## src/dstp_map.vh

```
`ifndef DSTP_MAP_VH
`define DSTP_MAP_VH
// Frame and word sizes.
`define DSTP_WORD_BITS 16
`define DSTP_SPI_CNT_W 6
`define DSTP_SPI_MIN_EDGES 6'h10
`define DSTP_SPI_MAX_EDGES 6'h20
// Command field codes (control nibble) that the front end must recognise.
`define DSTP_CTL_READBACK 4'h3
`define DSTP_CTL_COPY_NVM 4'h7
`define DSTP_CTL_WRITE_NVM 4'h8
// I2C target address base and strap codes.
`define DSTP_I2C_BASE 7'h20
`define DSTP_STRAP_HIGH 2'h2
`define DSTP_STRAP_OPEN 2'h1
`define DSTP_STRAP_LOW 2'h0
// Nonvolatile store time, clock rate, and the derived cycle count.
`define DSTP_NVM_STORE_MS 18
`define DSTP_CLK_MHZ 250
`define DSTP_NVM_STORE_CYC 23'h44aa20
`define DSTP_BUSY_W 23
// I2C target states, one-hot.
`define DSTP_ST_IDLE 7'h01
`define DSTP_ST_ADDR 7'h02
`define DSTP_ST_AACK 7'h04
`define DSTP_ST_WR 7'h08
`define DSTP_ST_WACK 7'h10
`define DSTP_ST_RD 7'h20
`define DSTP_ST_RACK 7'h40
`endif

```

## src/dstp_port.v

```verilog
// Function
// - Strap low selects the SPI port, strap high selects the I2C target.
// - SPI input is sampled on each serial clock falling edge during a frame.
// - The shifted word is decoded only when frame select rises.
// - Serial clock may stop while frame select is high without harm.
// - Fewer than 16 falling edges discards the frame as invalid.
// - Open-drain serial output, enabled in frame, updated on rising clock edges.
// - Serial output carries readback data and passes shifted data for chaining.
// - Edge count must be a multiple of eight, 16 to 32; cleared at frame end.
// - I2C target works at 100 kHz and 400 kHz bus rates.
// - No response to 10-bit addressing or to the general call address.
// - After start, match the 7-bit address and acknowledge on the ninth clock.
// - Nine clocks per byte; data changes only while the clock is low.
// - Address comes from two three-state straps, nine addresses 0x20 to 0x2f.
// - Write is address with direction 0, two command bytes MSB first, all acked.
// - Several command words may follow one address within a write.
// - After a nonvolatile write, address acknowledge is withheld until done.
// - Readback is a write of the read command, then a read of two bytes.
// - No acknowledge on the first read byte suppresses the second byte.
// - Command words are 16 bits, MSB first: control, address, data nibbles.
// - A nonvolatile store locks the device for about 18 ms.
`timescale 1ns/1ps
`include "dstp_map.vh"
module dstp_port #(
	parameter [`DSTP_BUSY_W-1:0] NVM_STORE_CYCLES = `DSTP_NVM_STORE_CYC
) (
	// Clock and reset.
	input wire core_clk,
	input wire rst_b,
	// Straps.
	input wire interfaceSelectStrap,
	input wire [1:0] addressStrapLow,
	input wire [1:0] addressStrapHigh,
	// SPI pins.
	input wire spiFrameSelB,
	input wire spiSclk,
	input wire spiSdi,
	output wire spiSdoOut,
	output wire spiSdoOe,
	// I2C pins.
	input wire i2cSclIn,
	input wire i2cSdaIn,
	output wire i2cSdaOut,
	output wire i2cSdaOe,
	// Command decoder side.
	output wire [15:0] cmdWord,
	output wire cmdValid,
	input wire [15:0] readbackWord,
	output wire nvmBusy
);
	// Three-flop synchronisers for the serial pins and the interface strap; stage 1 feeds only stage 2.
	reg [5:0] syncA_q;
	reg [5:0] syncB_q;
	reg [5:0] syncC_q;
	reg [5:0] pinF_q;
	wire [5:0] pinRaw = {interfaceSelectStrap, spiFrameSelB, spiSclk, spiSdi, i2cSclIn, i2cSdaIn};
	wire [5:0] pinD = ((syncB_q ~^ syncC_q) & syncB_q) | ((syncB_q ^ syncC_q) & pinF_q);
	// A level counts once stages two and three agree, which also rejects single-sample glitches.
	always @(posedge core_clk or negedge rst_b) begin
		if (!rst_b) begin
			syncA_q <= 6'h3f;
			syncB_q <= 6'h3f;
			syncC_q <= 6'h3f;
			pinF_q <= 6'h3f;
		end else begin
			syncA_q <= pinRaw;
			syncB_q <= syncA_q;
			syncC_q <= syncB_q;
			pinF_q <= pinD;
		end
	end
	wire modeI2c = pinF_q[5];
	wire frameB = pinF_q[4];
	wire sclk = pinF_q[3];
	wire sdi = pinF_q[2];
	wire scl = pinF_q[1];
	wire sda = pinF_q[0];
	wire frameFall = pinF_q[4] & ~pinD[4];
	wire frameRise = ~pinF_q[4] & pinD[4];
	wire sclkFall = pinF_q[3] & ~pinD[3] & ~frameB;
	wire sclkRise = ~pinF_q[3] & pinD[3] & ~frameB;
	wire sclRise = ~pinF_q[1] & pinD[1];
	wire sclFall = pinF_q[1] & ~pinD[1];
	wire i2cStart = pinF_q[0] & ~pinD[0] & pinF_q[1] & pinD[1];
	wire i2cStop = ~pinF_q[0] & pinD[0] & pinF_q[1] & pinD[1];

	// Address map of one strap: tied high, open, tied low give 00, 10, 11.
	function [1:0] dstpStrapBits;
		input [1:0] code;
		begin
			case (code)
				`DSTP_STRAP_HIGH: dstpStrapBits = 2'h0;
				`DSTP_STRAP_OPEN: dstpStrapBits = 2'h2;
				default: dstpStrapBits = 2'h3;
			endcase
		end
	endfunction

	// Straps are caught by a clocked process after reset release, not by the reset itself.
	reg [6:0] ownAddr_q;
	reg strapDone_q;
	always @(posedge core_clk or negedge rst_b) begin
		if (!rst_b) begin
			ownAddr_q <= `DSTP_I2C_BASE;
			strapDone_q <= 1'b0;
		end else if (!strapDone_q) begin
			ownAddr_q <= `DSTP_I2C_BASE | {3'h0, dstpStrapBits(addressStrapHigh), dstpStrapBits(addressStrapLow)};
			strapDone_q <= 1'b1;
		end
	end

	// Busy timer for a nonvolatile store; words from either port may start it.
	reg [`DSTP_BUSY_W-1:0] busyCnt_q;
	reg busy_q;
	reg cmdValid_q;
	reg [15:0] cmdWord_q;
	wire [3:0] cmdCtl = cmdWord_q[15:12];
	wire isStore = (cmdCtl == `DSTP_CTL_COPY_NVM && cmdWord_q[0]) || cmdCtl == `DSTP_CTL_WRITE_NVM;
	always @(posedge core_clk or negedge rst_b) begin
		if (!rst_b) begin
			busyCnt_q <= {`DSTP_BUSY_W{1'b0}};
			busy_q <= 1'b0;
		end else if (cmdValid_q && isStore) begin
			busyCnt_q <= NVM_STORE_CYCLES;
			busy_q <= 1'b1;
		end else if (busyCnt_q != {`DSTP_BUSY_W{1'b0}}) begin
			busyCnt_q <= busyCnt_q - 1'b1;
			busy_q <= (busyCnt_q != {{(`DSTP_BUSY_W-1){1'b0}}, 1'b1});
		end else begin
			busy_q <= 1'b0;
		end
	end

	// SPI shift path. All its logic but the output enable, which follows frame select every cycle, waits on edges of the serial clock or frame select.
	reg [15:0] spiSh_q;
	reg [`DSTP_SPI_CNT_W-1:0] edgeCnt_q;
	reg spiOutBit_q;
	reg spiOe_q;
	reg spiRbPend_q;
	wire [`DSTP_SPI_CNT_W-1:0] edgeNext = (edgeCnt_q == {`DSTP_SPI_CNT_W{1'b1}}) ? edgeCnt_q : edgeCnt_q + 1'b1;
	wire spiGood = edgeCnt_q[2:0] == 3'h0 && edgeCnt_q >= `DSTP_SPI_MIN_EDGES && edgeCnt_q <= `DSTP_SPI_MAX_EDGES;
	always @(posedge core_clk or negedge rst_b) begin
		if (!rst_b) begin
			spiSh_q <= 16'h0000;
			edgeCnt_q <= {`DSTP_SPI_CNT_W{1'b0}};
			spiOutBit_q <= 1'b1;
			spiOe_q <= 1'b0;
		end else if (modeI2c) begin
			edgeCnt_q <= {`DSTP_SPI_CNT_W{1'b0}};
			spiOe_q <= 1'b0;
		end else begin
			if (frameFall) begin
				edgeCnt_q <= {`DSTP_SPI_CNT_W{1'b0}};
				if (spiRbPend_q) begin
					spiSh_q <= readbackWord;
					spiOutBit_q <= readbackWord[15];
				end else begin
					spiOutBit_q <= spiSh_q[15];
				end
			end else if (sclkFall) begin
				spiSh_q <= {spiSh_q[14:0], sdi};
				edgeCnt_q <= edgeNext;
			end else if (sclkRise) begin
				spiOutBit_q <= spiSh_q[15];
			end
			if (frameRise) begin
				edgeCnt_q <= {`DSTP_SPI_CNT_W{1'b0}};
			end
			// Open drain: only a low bit is driven, and only inside a frame.
			spiOe_q <= ~frameB & ~pinD[4] & ~spiOutBit_q;
		end
	end

	// I2C target state machine.
	reg [6:0] st_q;
	reg [2:0] bitCnt_q;
	reg got8_q;
	reg [7:0] rxSh_q;
	reg [7:0] hiByte_q;
	reg hiDone_q;
	reg [15:0] txSh_q;
	reg firstByte_q;
	reg masterAck_q;
	reg rdArmed_q;
	reg sdaOe_q;
	wire addrHit = rxSh_q[7:1] == ownAddr_q;
	wire addrOk = addrHit && !busy_q && (!rxSh_q[0] || rdArmed_q);
	wire i2cWordDone = modeI2c && (st_q == `DSTP_ST_WR) && sclFall && got8_q && hiDone_q && !busy_q;
	always @(posedge core_clk or negedge rst_b) begin
		if (!rst_b) begin
			st_q <= `DSTP_ST_IDLE;
			bitCnt_q <= 3'h0;
			got8_q <= 1'b0;
			rxSh_q <= 8'h00;
			hiByte_q <= 8'h00;
			hiDone_q <= 1'b0;
			txSh_q <= 16'h0000;
			firstByte_q <= 1'b0;
			masterAck_q <= 1'b0;
			sdaOe_q <= 1'b0;
		end else if (!modeI2c || i2cStop) begin
			st_q <= `DSTP_ST_IDLE;
			sdaOe_q <= 1'b0;
		end else if (i2cStart) begin
			st_q <= `DSTP_ST_ADDR;
			bitCnt_q <= 3'h0;
			got8_q <= 1'b0;
			hiDone_q <= 1'b0;
			sdaOe_q <= 1'b0;
		end else if (sclRise) begin
			// Bits are taken while the clock is high, where the line is stable.
			case (st_q)
				`DSTP_ST_ADDR, `DSTP_ST_WR, `DSTP_ST_RD: begin
					rxSh_q <= {rxSh_q[6:0], sda};
					bitCnt_q <= bitCnt_q + 3'h1;
					got8_q <= bitCnt_q == 3'h7;
				end
				`DSTP_ST_RACK: masterAck_q <= ~sda;
				default: begin
				end
			endcase
		end else if (sclFall) begin
			// Drive changes happen only just after the clock falls.
			case (st_q)
				`DSTP_ST_ADDR: if (got8_q) begin
					got8_q <= 1'b0;
					if (addrOk) begin
						st_q <= `DSTP_ST_AACK;
						sdaOe_q <= 1'b1;
					end else begin
						st_q <= `DSTP_ST_IDLE;
					end
				end
				`DSTP_ST_AACK: begin
					if (rxSh_q[0]) begin
						st_q <= `DSTP_ST_RD;
						txSh_q <= readbackWord;
						sdaOe_q <= ~readbackWord[15];
						firstByte_q <= 1'b1;
					end else begin
						st_q <= `DSTP_ST_WR;
						sdaOe_q <= 1'b0;
					end
				end
				`DSTP_ST_WR: if (got8_q) begin
					got8_q <= 1'b0;
					st_q <= `DSTP_ST_WACK;
					sdaOe_q <= 1'b1;
					hiByte_q <= rxSh_q;
					hiDone_q <= ~hiDone_q;
				end
				`DSTP_ST_WACK: begin
					st_q <= `DSTP_ST_WR;
					sdaOe_q <= 1'b0;
				end
				`DSTP_ST_RD: begin
					txSh_q <= {txSh_q[14:0], 1'b0};
					if (got8_q) begin
						got8_q <= 1'b0;
						st_q <= `DSTP_ST_RACK;
						sdaOe_q <= 1'b0;
					end else begin
						sdaOe_q <= ~txSh_q[14];
					end
				end
				`DSTP_ST_RACK: begin
					if (masterAck_q && firstByte_q) begin
						st_q <= `DSTP_ST_RD;
						firstByte_q <= 1'b0;
						sdaOe_q <= ~txSh_q[15];
					end else begin
						st_q <= `DSTP_ST_IDLE;
					end
				end
				default: st_q <= `DSTP_ST_IDLE;
			endcase
		end
	end

	// Word hand-off to the decoder; SPI words wait for frame end, I2C words for the second byte.
	wire spiWordDone = !modeI2c && frameRise && spiGood && !busy_q;
	always @(posedge core_clk or negedge rst_b) begin
		if (!rst_b) begin
			cmdWord_q <= 16'h0000;
			cmdValid_q <= 1'b0;
		end else begin
			cmdValid_q <= spiWordDone | i2cWordDone;
			if (spiWordDone) begin
				cmdWord_q <= spiSh_q;
			end else if (i2cWordDone) begin
				cmdWord_q <= {hiByte_q, rxSh_q};
			end
		end
	end

	// Readback arming: one read per readback command, never repeated.
	always @(posedge core_clk or negedge rst_b) begin
		if (!rst_b) begin
			rdArmed_q <= 1'b0;
			spiRbPend_q <= 1'b0;
		end else begin
			if (cmdValid_q && cmdCtl == `DSTP_CTL_READBACK) begin
				rdArmed_q <= modeI2c;
				spiRbPend_q <= !modeI2c;
			end else begin
				if (st_q == `DSTP_ST_AACK && sclFall && rxSh_q[0]) begin
					rdArmed_q <= 1'b0;
				end
				if (frameFall) begin
					spiRbPend_q <= 1'b0;
				end
			end
		end
	end

	// Output levels of open-drain pins stay low; only the enables move.
	reg lowLevel_q;
	always @(posedge core_clk or negedge rst_b) begin
		if (!rst_b) begin
			lowLevel_q <= 1'b0;
		end else begin
			lowLevel_q <= 1'b0;
		end
	end

	// Output assignments, each from a flip-flop.
	assign spiSdoOut = lowLevel_q;
	assign spiSdoOe = spiOe_q;
	assign i2cSdaOut = lowLevel_q;
	assign i2cSdaOe = sdaOe_q;
	assign cmdWord = cmdWord_q;
	assign cmdValid = cmdValid_q;
	assign nvmBusy = busy_q;
endmodule

```

## config.mk

```make
export PLATFORM = sky130hd
export DESIGN_NAME = dstp_port
export DESIGN_NICKNAME = d
export VERILOG_FILES = /design/src/dstp_port.v
export VERILOG_INCLUDE_DIRS = /design/src
export SDC_FILE = /design/constraint.sdc
export NUM_CORES = 1
export LEC_CHECK = 0
export BUFFER_PORTS_ARGS = -buffer_cell sky130_fd_sc_hd__buf_2
export CORE_ASPECT_RATIO = 1.1
export CORE_MARGIN = 1.5
export CORE_UTILIZATION = 45
export DETAILED_ROUTE_END_ITERATION = 12
export PLACE_DENSITY = 0.69
export SKIP_CTS_REPAIR_TIMING = 1
export SLEW_MARGIN = 15
export SYNTH_ARGS = -nofsm -noshare
export SYNTH_HDL_FRONTEND = slang
export SYNTH_SLANG_ARGS = --single-unit
```

## constraint.sdc

```tcl
create_clock -name core_clk -period 3.5 [get_ports core_clk]
set_input_delay 0.525 -clock core_clk [delete_from_list [all_inputs] [get_ports core_clk]]
set_output_delay 0.525 -clock core_clk [all_outputs]
set_load 0.05 [all_outputs]
```

======== Yosys cells after proc, flatten, opt, wreduce, memory -nomap -nowiden ========
Index checks and enable logic that the tools add are counted.
W data, S select, Z words.
word-level totals
  bits in writable memories ............... 0
  memory bits (read-only) ................. 0
  logic and storage cells ................. 223
  memories ................................ 0
  latch bits .............................. 0
  output and inout bits ................... 22
  register bits after elaboration ......... 143
  bits of input ports ..................... 28
operators by class
  add/subtract/negate cells ............... 3
  magnitude comparators ................... 2
  div/mod/pow operators ................... 0
  reductions and logical operators ........ 57
  eq/ne operators ......................... 31
  shift operators ......................... 0
  bitwise logic cells ..................... 39
  multiplexer cells ....................... 65
  multiply operators ...................... 0
operator list
  kind                     number
  $mux W16                 6
  $mux W7                  7
  $mux W23                 2
  $mux W6                  7
  $pmux W7 S6              1
  $mux W1                  33
  $pmux W16 S2             1
  $reduce_bool A2 Y1       13
  $ne A23 B1 Y1 const B    1
  $reduce_bool A23 Y1      1
  $sub A23 B1 Y23 const B  1
  $ne A4 B4 Y1 const B     5
  $logic_and A1 B1 Y1      18
  $not A1 Y1               17
  $and A1 B1 Y1            16
  $reduce_and A7 Y1        2
  $and A6 B6 Y6            2
  $mux W3                  4
  $reduce_and A4 Y1        3
  $reduce_and A6 Y1        2
  $reduce_and A5 Y1        2
  $reduce_and A3 Y1        3
  $pmux W2 S2              2
  $reduce_bool A8 Y1       1
  other kinds (36)         47

======== Logic depth before layout (Yosys ltp) ========
  depth in word-level cells ............... 11
  depth in mapped cells ................... 8
  mapped depth without buffers ............ 7

======== Least setup slack after synthesis ========
Ideal clock, no wire load.
  path kind ............................... register -> register
  from .................................... register syncB_q[1]
  to ...................................... register hiByte_q[0]
  path slack .............................. 1.046 ns
  required time ........................... 3.375 ns
  period minus slack after synthesis ...... 2.454 ns
  arrival time ............................ 2.328 ns
  buffers on the path ..................... 1
  stages on the path, launching flop included .. 7
  setup time .............................. 0.125 ns
  path through ............................ dfstp_2 > ha_1 > nor3b_1 > nand2_1 > or3_1 > buf_6 > mux2_4
on the way
  word-level cells in the longest chain between the ends .. 7
  elaborated cells between the ends (all ways) .. 15
  those cells by class .................... 13 x bitwise; 2 x reduce/logical
ends and longest elaborated chain
  item                                             line             text
  start: declaration                               dstp_port.v:53   reg [5:0] syncB_q;
  start signal: assignment                         dstp_port.v:67   syncB_q <= syncA_q;
  $xnor A6 B6 Y6 or $xor A6 B6 Y6 (tied branches)  dstp_port.v:57   wire [5:0] pinD = ((syncB_q ~^ syncC_q) & syncB_q) | ((syncB_q ^ syncC_q) & pinF_q);
  $and A6 B6 Y6                                    dstp_port.v:57
  $or A6 B6 Y6 (*)                                 dstp_port.v:57
  $and A1 B1 Y1                                    dstp_port.v:85   wire i2cStop = ~pinF_q[0] & pinD[0] & pinF_q[1] & pinD[1];
  $logic_or A1 B1 Y1                               dstp_port.v:201  end else if (!modeI2c || i2cStop) begin
  $not A1 Y1 (no line)                             -
  $reduce_and A6 Y1 (no line) (*)                  -
  end signal: assignment                           dstp_port.v:249  hiByte_q <= rxSh_q;
  end: declaration                                 dstp_port.v:179  reg [7:0] hiByte_q;
Every way passes the cells marked *; elsewhere a longest branch is shown, timed or not.
A chain may end at the register's enable or synchronous reset.

======== Worst setup path after layout ========
  from .................................... register busyCnt_q[11]
  to ...................................... register busyCnt_q[20]
on the way
  word-level cells in the longest chain between the ends .. 3
  elaborated cells between the ends (all ways) .. 5
  those cells by class .................... 1 x add/sub; 2 x mux; 2 x reduce/logical
ends and longest elaborated chain
  item                      line             text
  start: declaration        dstp_port.v:113  reg [`DSTP_BUSY_W-1:0] busyCnt_q;
  start signal: assignment  dstp_port.v:121  busyCnt_q <= {`DSTP_BUSY_W{1'b0}};
  start signal: assignment  dstp_port.v:127  busyCnt_q <= busyCnt_q - 1'b1;
  $sub A23 B1 Y23           dstp_port.v:127
  $mux W23                  dstp_port.v:126  end else if (busyCnt_q != {`DSTP_BUSY_W{1'b0}}) begin
  $mux W23                  dstp_port.v:123  end else if (cmdValid_q && isStore) begin
Parallel ways exist; a longest one is shown, timed or not. The select of a mux whose other input is x is not followed.

==> flow_metrics.py <==
metrics = {
    "timing": {
        "finalWorstSetupSlack_ns": 0.671,
        "slew_violations": 0,
        "relSlewSlack": 0.559,
        "tightest_slew_ns": 0.661,
        "final_hold_viol_count": 0,
        "worst_clock_skew_ns": 0.00910,
        "setup_viol": 0,
        "fin_tns_setup_ns": 0,
        "fin_crit_sh": 0.808,
        "fmax_mhz": 353,
        "rsz0062_at_grt": "no",
        "fin_crit_ns": 2.83,
    },
    "floorplanning": {
        "die_y_microns": 133,
        "ios": 50,
        "die-area_sq_um": 16100,
        "coreArea_sq_um": 15100,
        "initial_core_util": 0.460,
        "num_rows": 47,
        "die_w_microns": 121,
    },
    "critical_path": {
        "path_class": "reg -> reg",
        "cp_data_required_time_ns": 3.81,
        "path_max_fanout": 17,
        "ff2ff_path_depth": 6,
        "arrival_ns": 3.14,
        "startpoint_type": "flop",
        "crit_path_end_kind": "flop",
    },
    "synth": {
        "synth_edf_count": 0,
        "synth_flop_cell": "dfrtp_1",
        "syn_avg_cell_area_sq_um": 10.8,
        "synth_common_cells": "dfrtp_1, nand2_1, mux2i_1",
        "synth_top_area_frac": 0.423,
        "yosys_warnings": 0,
        "synth_seq_cells": 143,
        "synth_top_area_cell": "dfrtp_1",
        "ys_async_sr_fraction": 1.00,
        "synth_most_common_cell": "dfrtp_1",
        "syn_area_sq_um": 6930,
        "synthTopCellsByArea": "dfrtp_1, dfstp_2, mux2i_1, nand2_1, o21ai_0",
        "netlist_instances": 640,
        "synth_cell_types": 67,
        "yosysSeqAreaShare": 0.521,
    },
    "power": {
        "p_int_mw": 3.05,
        "power.share.switching": 0.237,
        "p_switching_uw": 946,
        "p_clk_frac": 0.448,
        "powerDensity_nw_per_um2": 505,
        "combPwrFrac": 0.077,
        "p_seq_frac": 0.475,
        "max-vdd-ir-drop_mv": 0.324,
        "leakage_nw": 3.79,
    },
    "placed_design": {
        "portBuffers": 47,
        "pre_cts_ws_ns": 0.731,
        "hpwlAfterDp_microns": 10600,
        "gp_congestion": 0.900,
        "place_area_sq_um": 7320,
    },
    "route": {
        "final_antenna_net_count": 0,
        "drt_iter0_markers": 309,
        "drc": 0,
        "wire_per_inst_microns": 17.2,
        "met1_length_microns": 6830,
        "via_count": 4999,
        "wl_met2_microns": 7530,
        "dr.pass1.iters": 4,
        "routed_via_density": 5.59,
        "top_layer": "met4",
        "wl_met3_microns": 678,
        "drt_wl_total_microns": 15400,
    },
    "cells_and_area": {
        "drive_above_1_share": 0.217,
        "area_growth_pct": 14.2,
        "final_cell_area_sq_um": 7910,
        "n_fill_cell": 1318,
        "nets": 729,
        "n_antenna_cell": 0,
    },
    "clocking": {
        "numCtsBuffers": 17,
        "clk_pin_slew_ns": 0.06,
        "clock_sinks": 143,
        "cts_tree": "yes",
        "root_buffer": "clkbuf_16",
        "clock_latency_ns": 0.43,
        "clockBufferDepth": 2,
        "h-tree-depth": 4,
    },
    "hold_path": {
        "worst_hold_path_type": "in -> async",
    },
    "global_route": {
        "antenna_found_initial": 0,
        "grt_overflow": 0,
        "grt_max_degree": 73,
        "first_global_vias": 5092,
        "grt_first_pass_wirelength_microns": 25600,
        "grt_use_total": 0.203,
    },
    "outcome": {
        "status": "completed",
    },
    "flow_run": {
        "cap_violations": 0,
    },
}
==> layout make-up <==
type	count	area, sq um	area share
clock inverters	6	78.8	0.00996
flip-flops and latches	143	3610	0.456
clock buffers	26	509	0.0644
inverters	15	56.3	0.00712
multi-input cells	450	3080	0.389
repair buffers	59	332	0.0419
well taps	196	245	0.0310
==> critical path: stages, from the launching register on <==
cell     delay [ns]
dfrtp_1        0.39
or4_1          0.70
nor4_4         0.38
and4_1         0.57
buf_4          0.30
nor4_1         0.07
or2_2          0.29
==> sequential cells by signal (all words and copies together) (netlist names), 4 cells and up <==
signal     cells
cmdWord       16
st_q           7
busyCnt_q     23
rxSh_q         8
hiByte_q       8
syncC_q        6
pinF_q         6
edgeCnt_q      6
txSh_q        16
spiSh_q       16
ownAddr_q      4
syncB_q        6
syncA_q        6
==> routing by layer <==
metal  vias up  track usage
met5         -            0
met4         0       0.0673
met3        25       0.0595
met2       106        0.321
met1      2476        0.270
li1       2392            -
==> path summary, 6_finish.rpt <==
kind	start	endpoint	slack (ns)
max	busyCnt_q[11]	busyCnt_q[20]	0.67
min	rst_b	rxSh_q[0]	0.13
max reg2reg	busyCnt_q[11]	busyCnt_q[20]	0.67
min reg2reg	syncA_q[2]	syncB_q[2]	0.35
max in group asynchronous	rst_b	syncA_q[2]	2.53
min in group core_clk	spiSclk	syncA_q[3]	0.20
==> placed cells by master, fill, tap and decap left out, drive strengths merged, types with 11 or more instances in the layout <==
cell type / count
a21oi: 38
buf: 59
clkbuf: 26
dfrtp: 117
dfstp: 26
ha: 15
inv: 14
mux2: 18
mux2i: 54
nand2: 62
nand3: 13
nor2: 47
nor4: 11
o21ai: 56
or3: 15
==> logic make-up after synthesis <==
family | Yosys count | share of synthesized area
xor gates and xnor gates | 13 | 0.0164
muxes | 72 | 0.112
AOI/OAI and AO/OA | 139 | 0.126
adders and majority gates | 15 | 0.0271
DFF | 143 | 0.521
buffers and inverters | 48 | 0.0359
other | 2 | 0.00108
and+or+nand+nor | 208 | 0.161
==> metrics by stage <==
stage,instances,hold WS [ns],total power [mW],util
after CTS,895,0.143,4.02,0.526
after global placement,863,0.348,2.21,0.487
after detailed placement,863,0.347,2.23,0.487
after floorplan,641,0.229,2.08,-
after global routing,895,0.178,4.15,0.526
final,895,0.129,3.99,0.526
==> power by group through the flow <==
stage,Clock (mW),Combinational (mW),Sequential (mW)
4_1_cts,1.82,0.313,1.89
2_1_floorplan,0,0.208,1.87
5_1_grt,1.89,0.349,1.90
3_3_place_gp,0,0.298,1.91
6_report,1.79,0.308,1.89
3_5_place_dp,0,0.310,1.92
(Power assumes the default switching activity.)
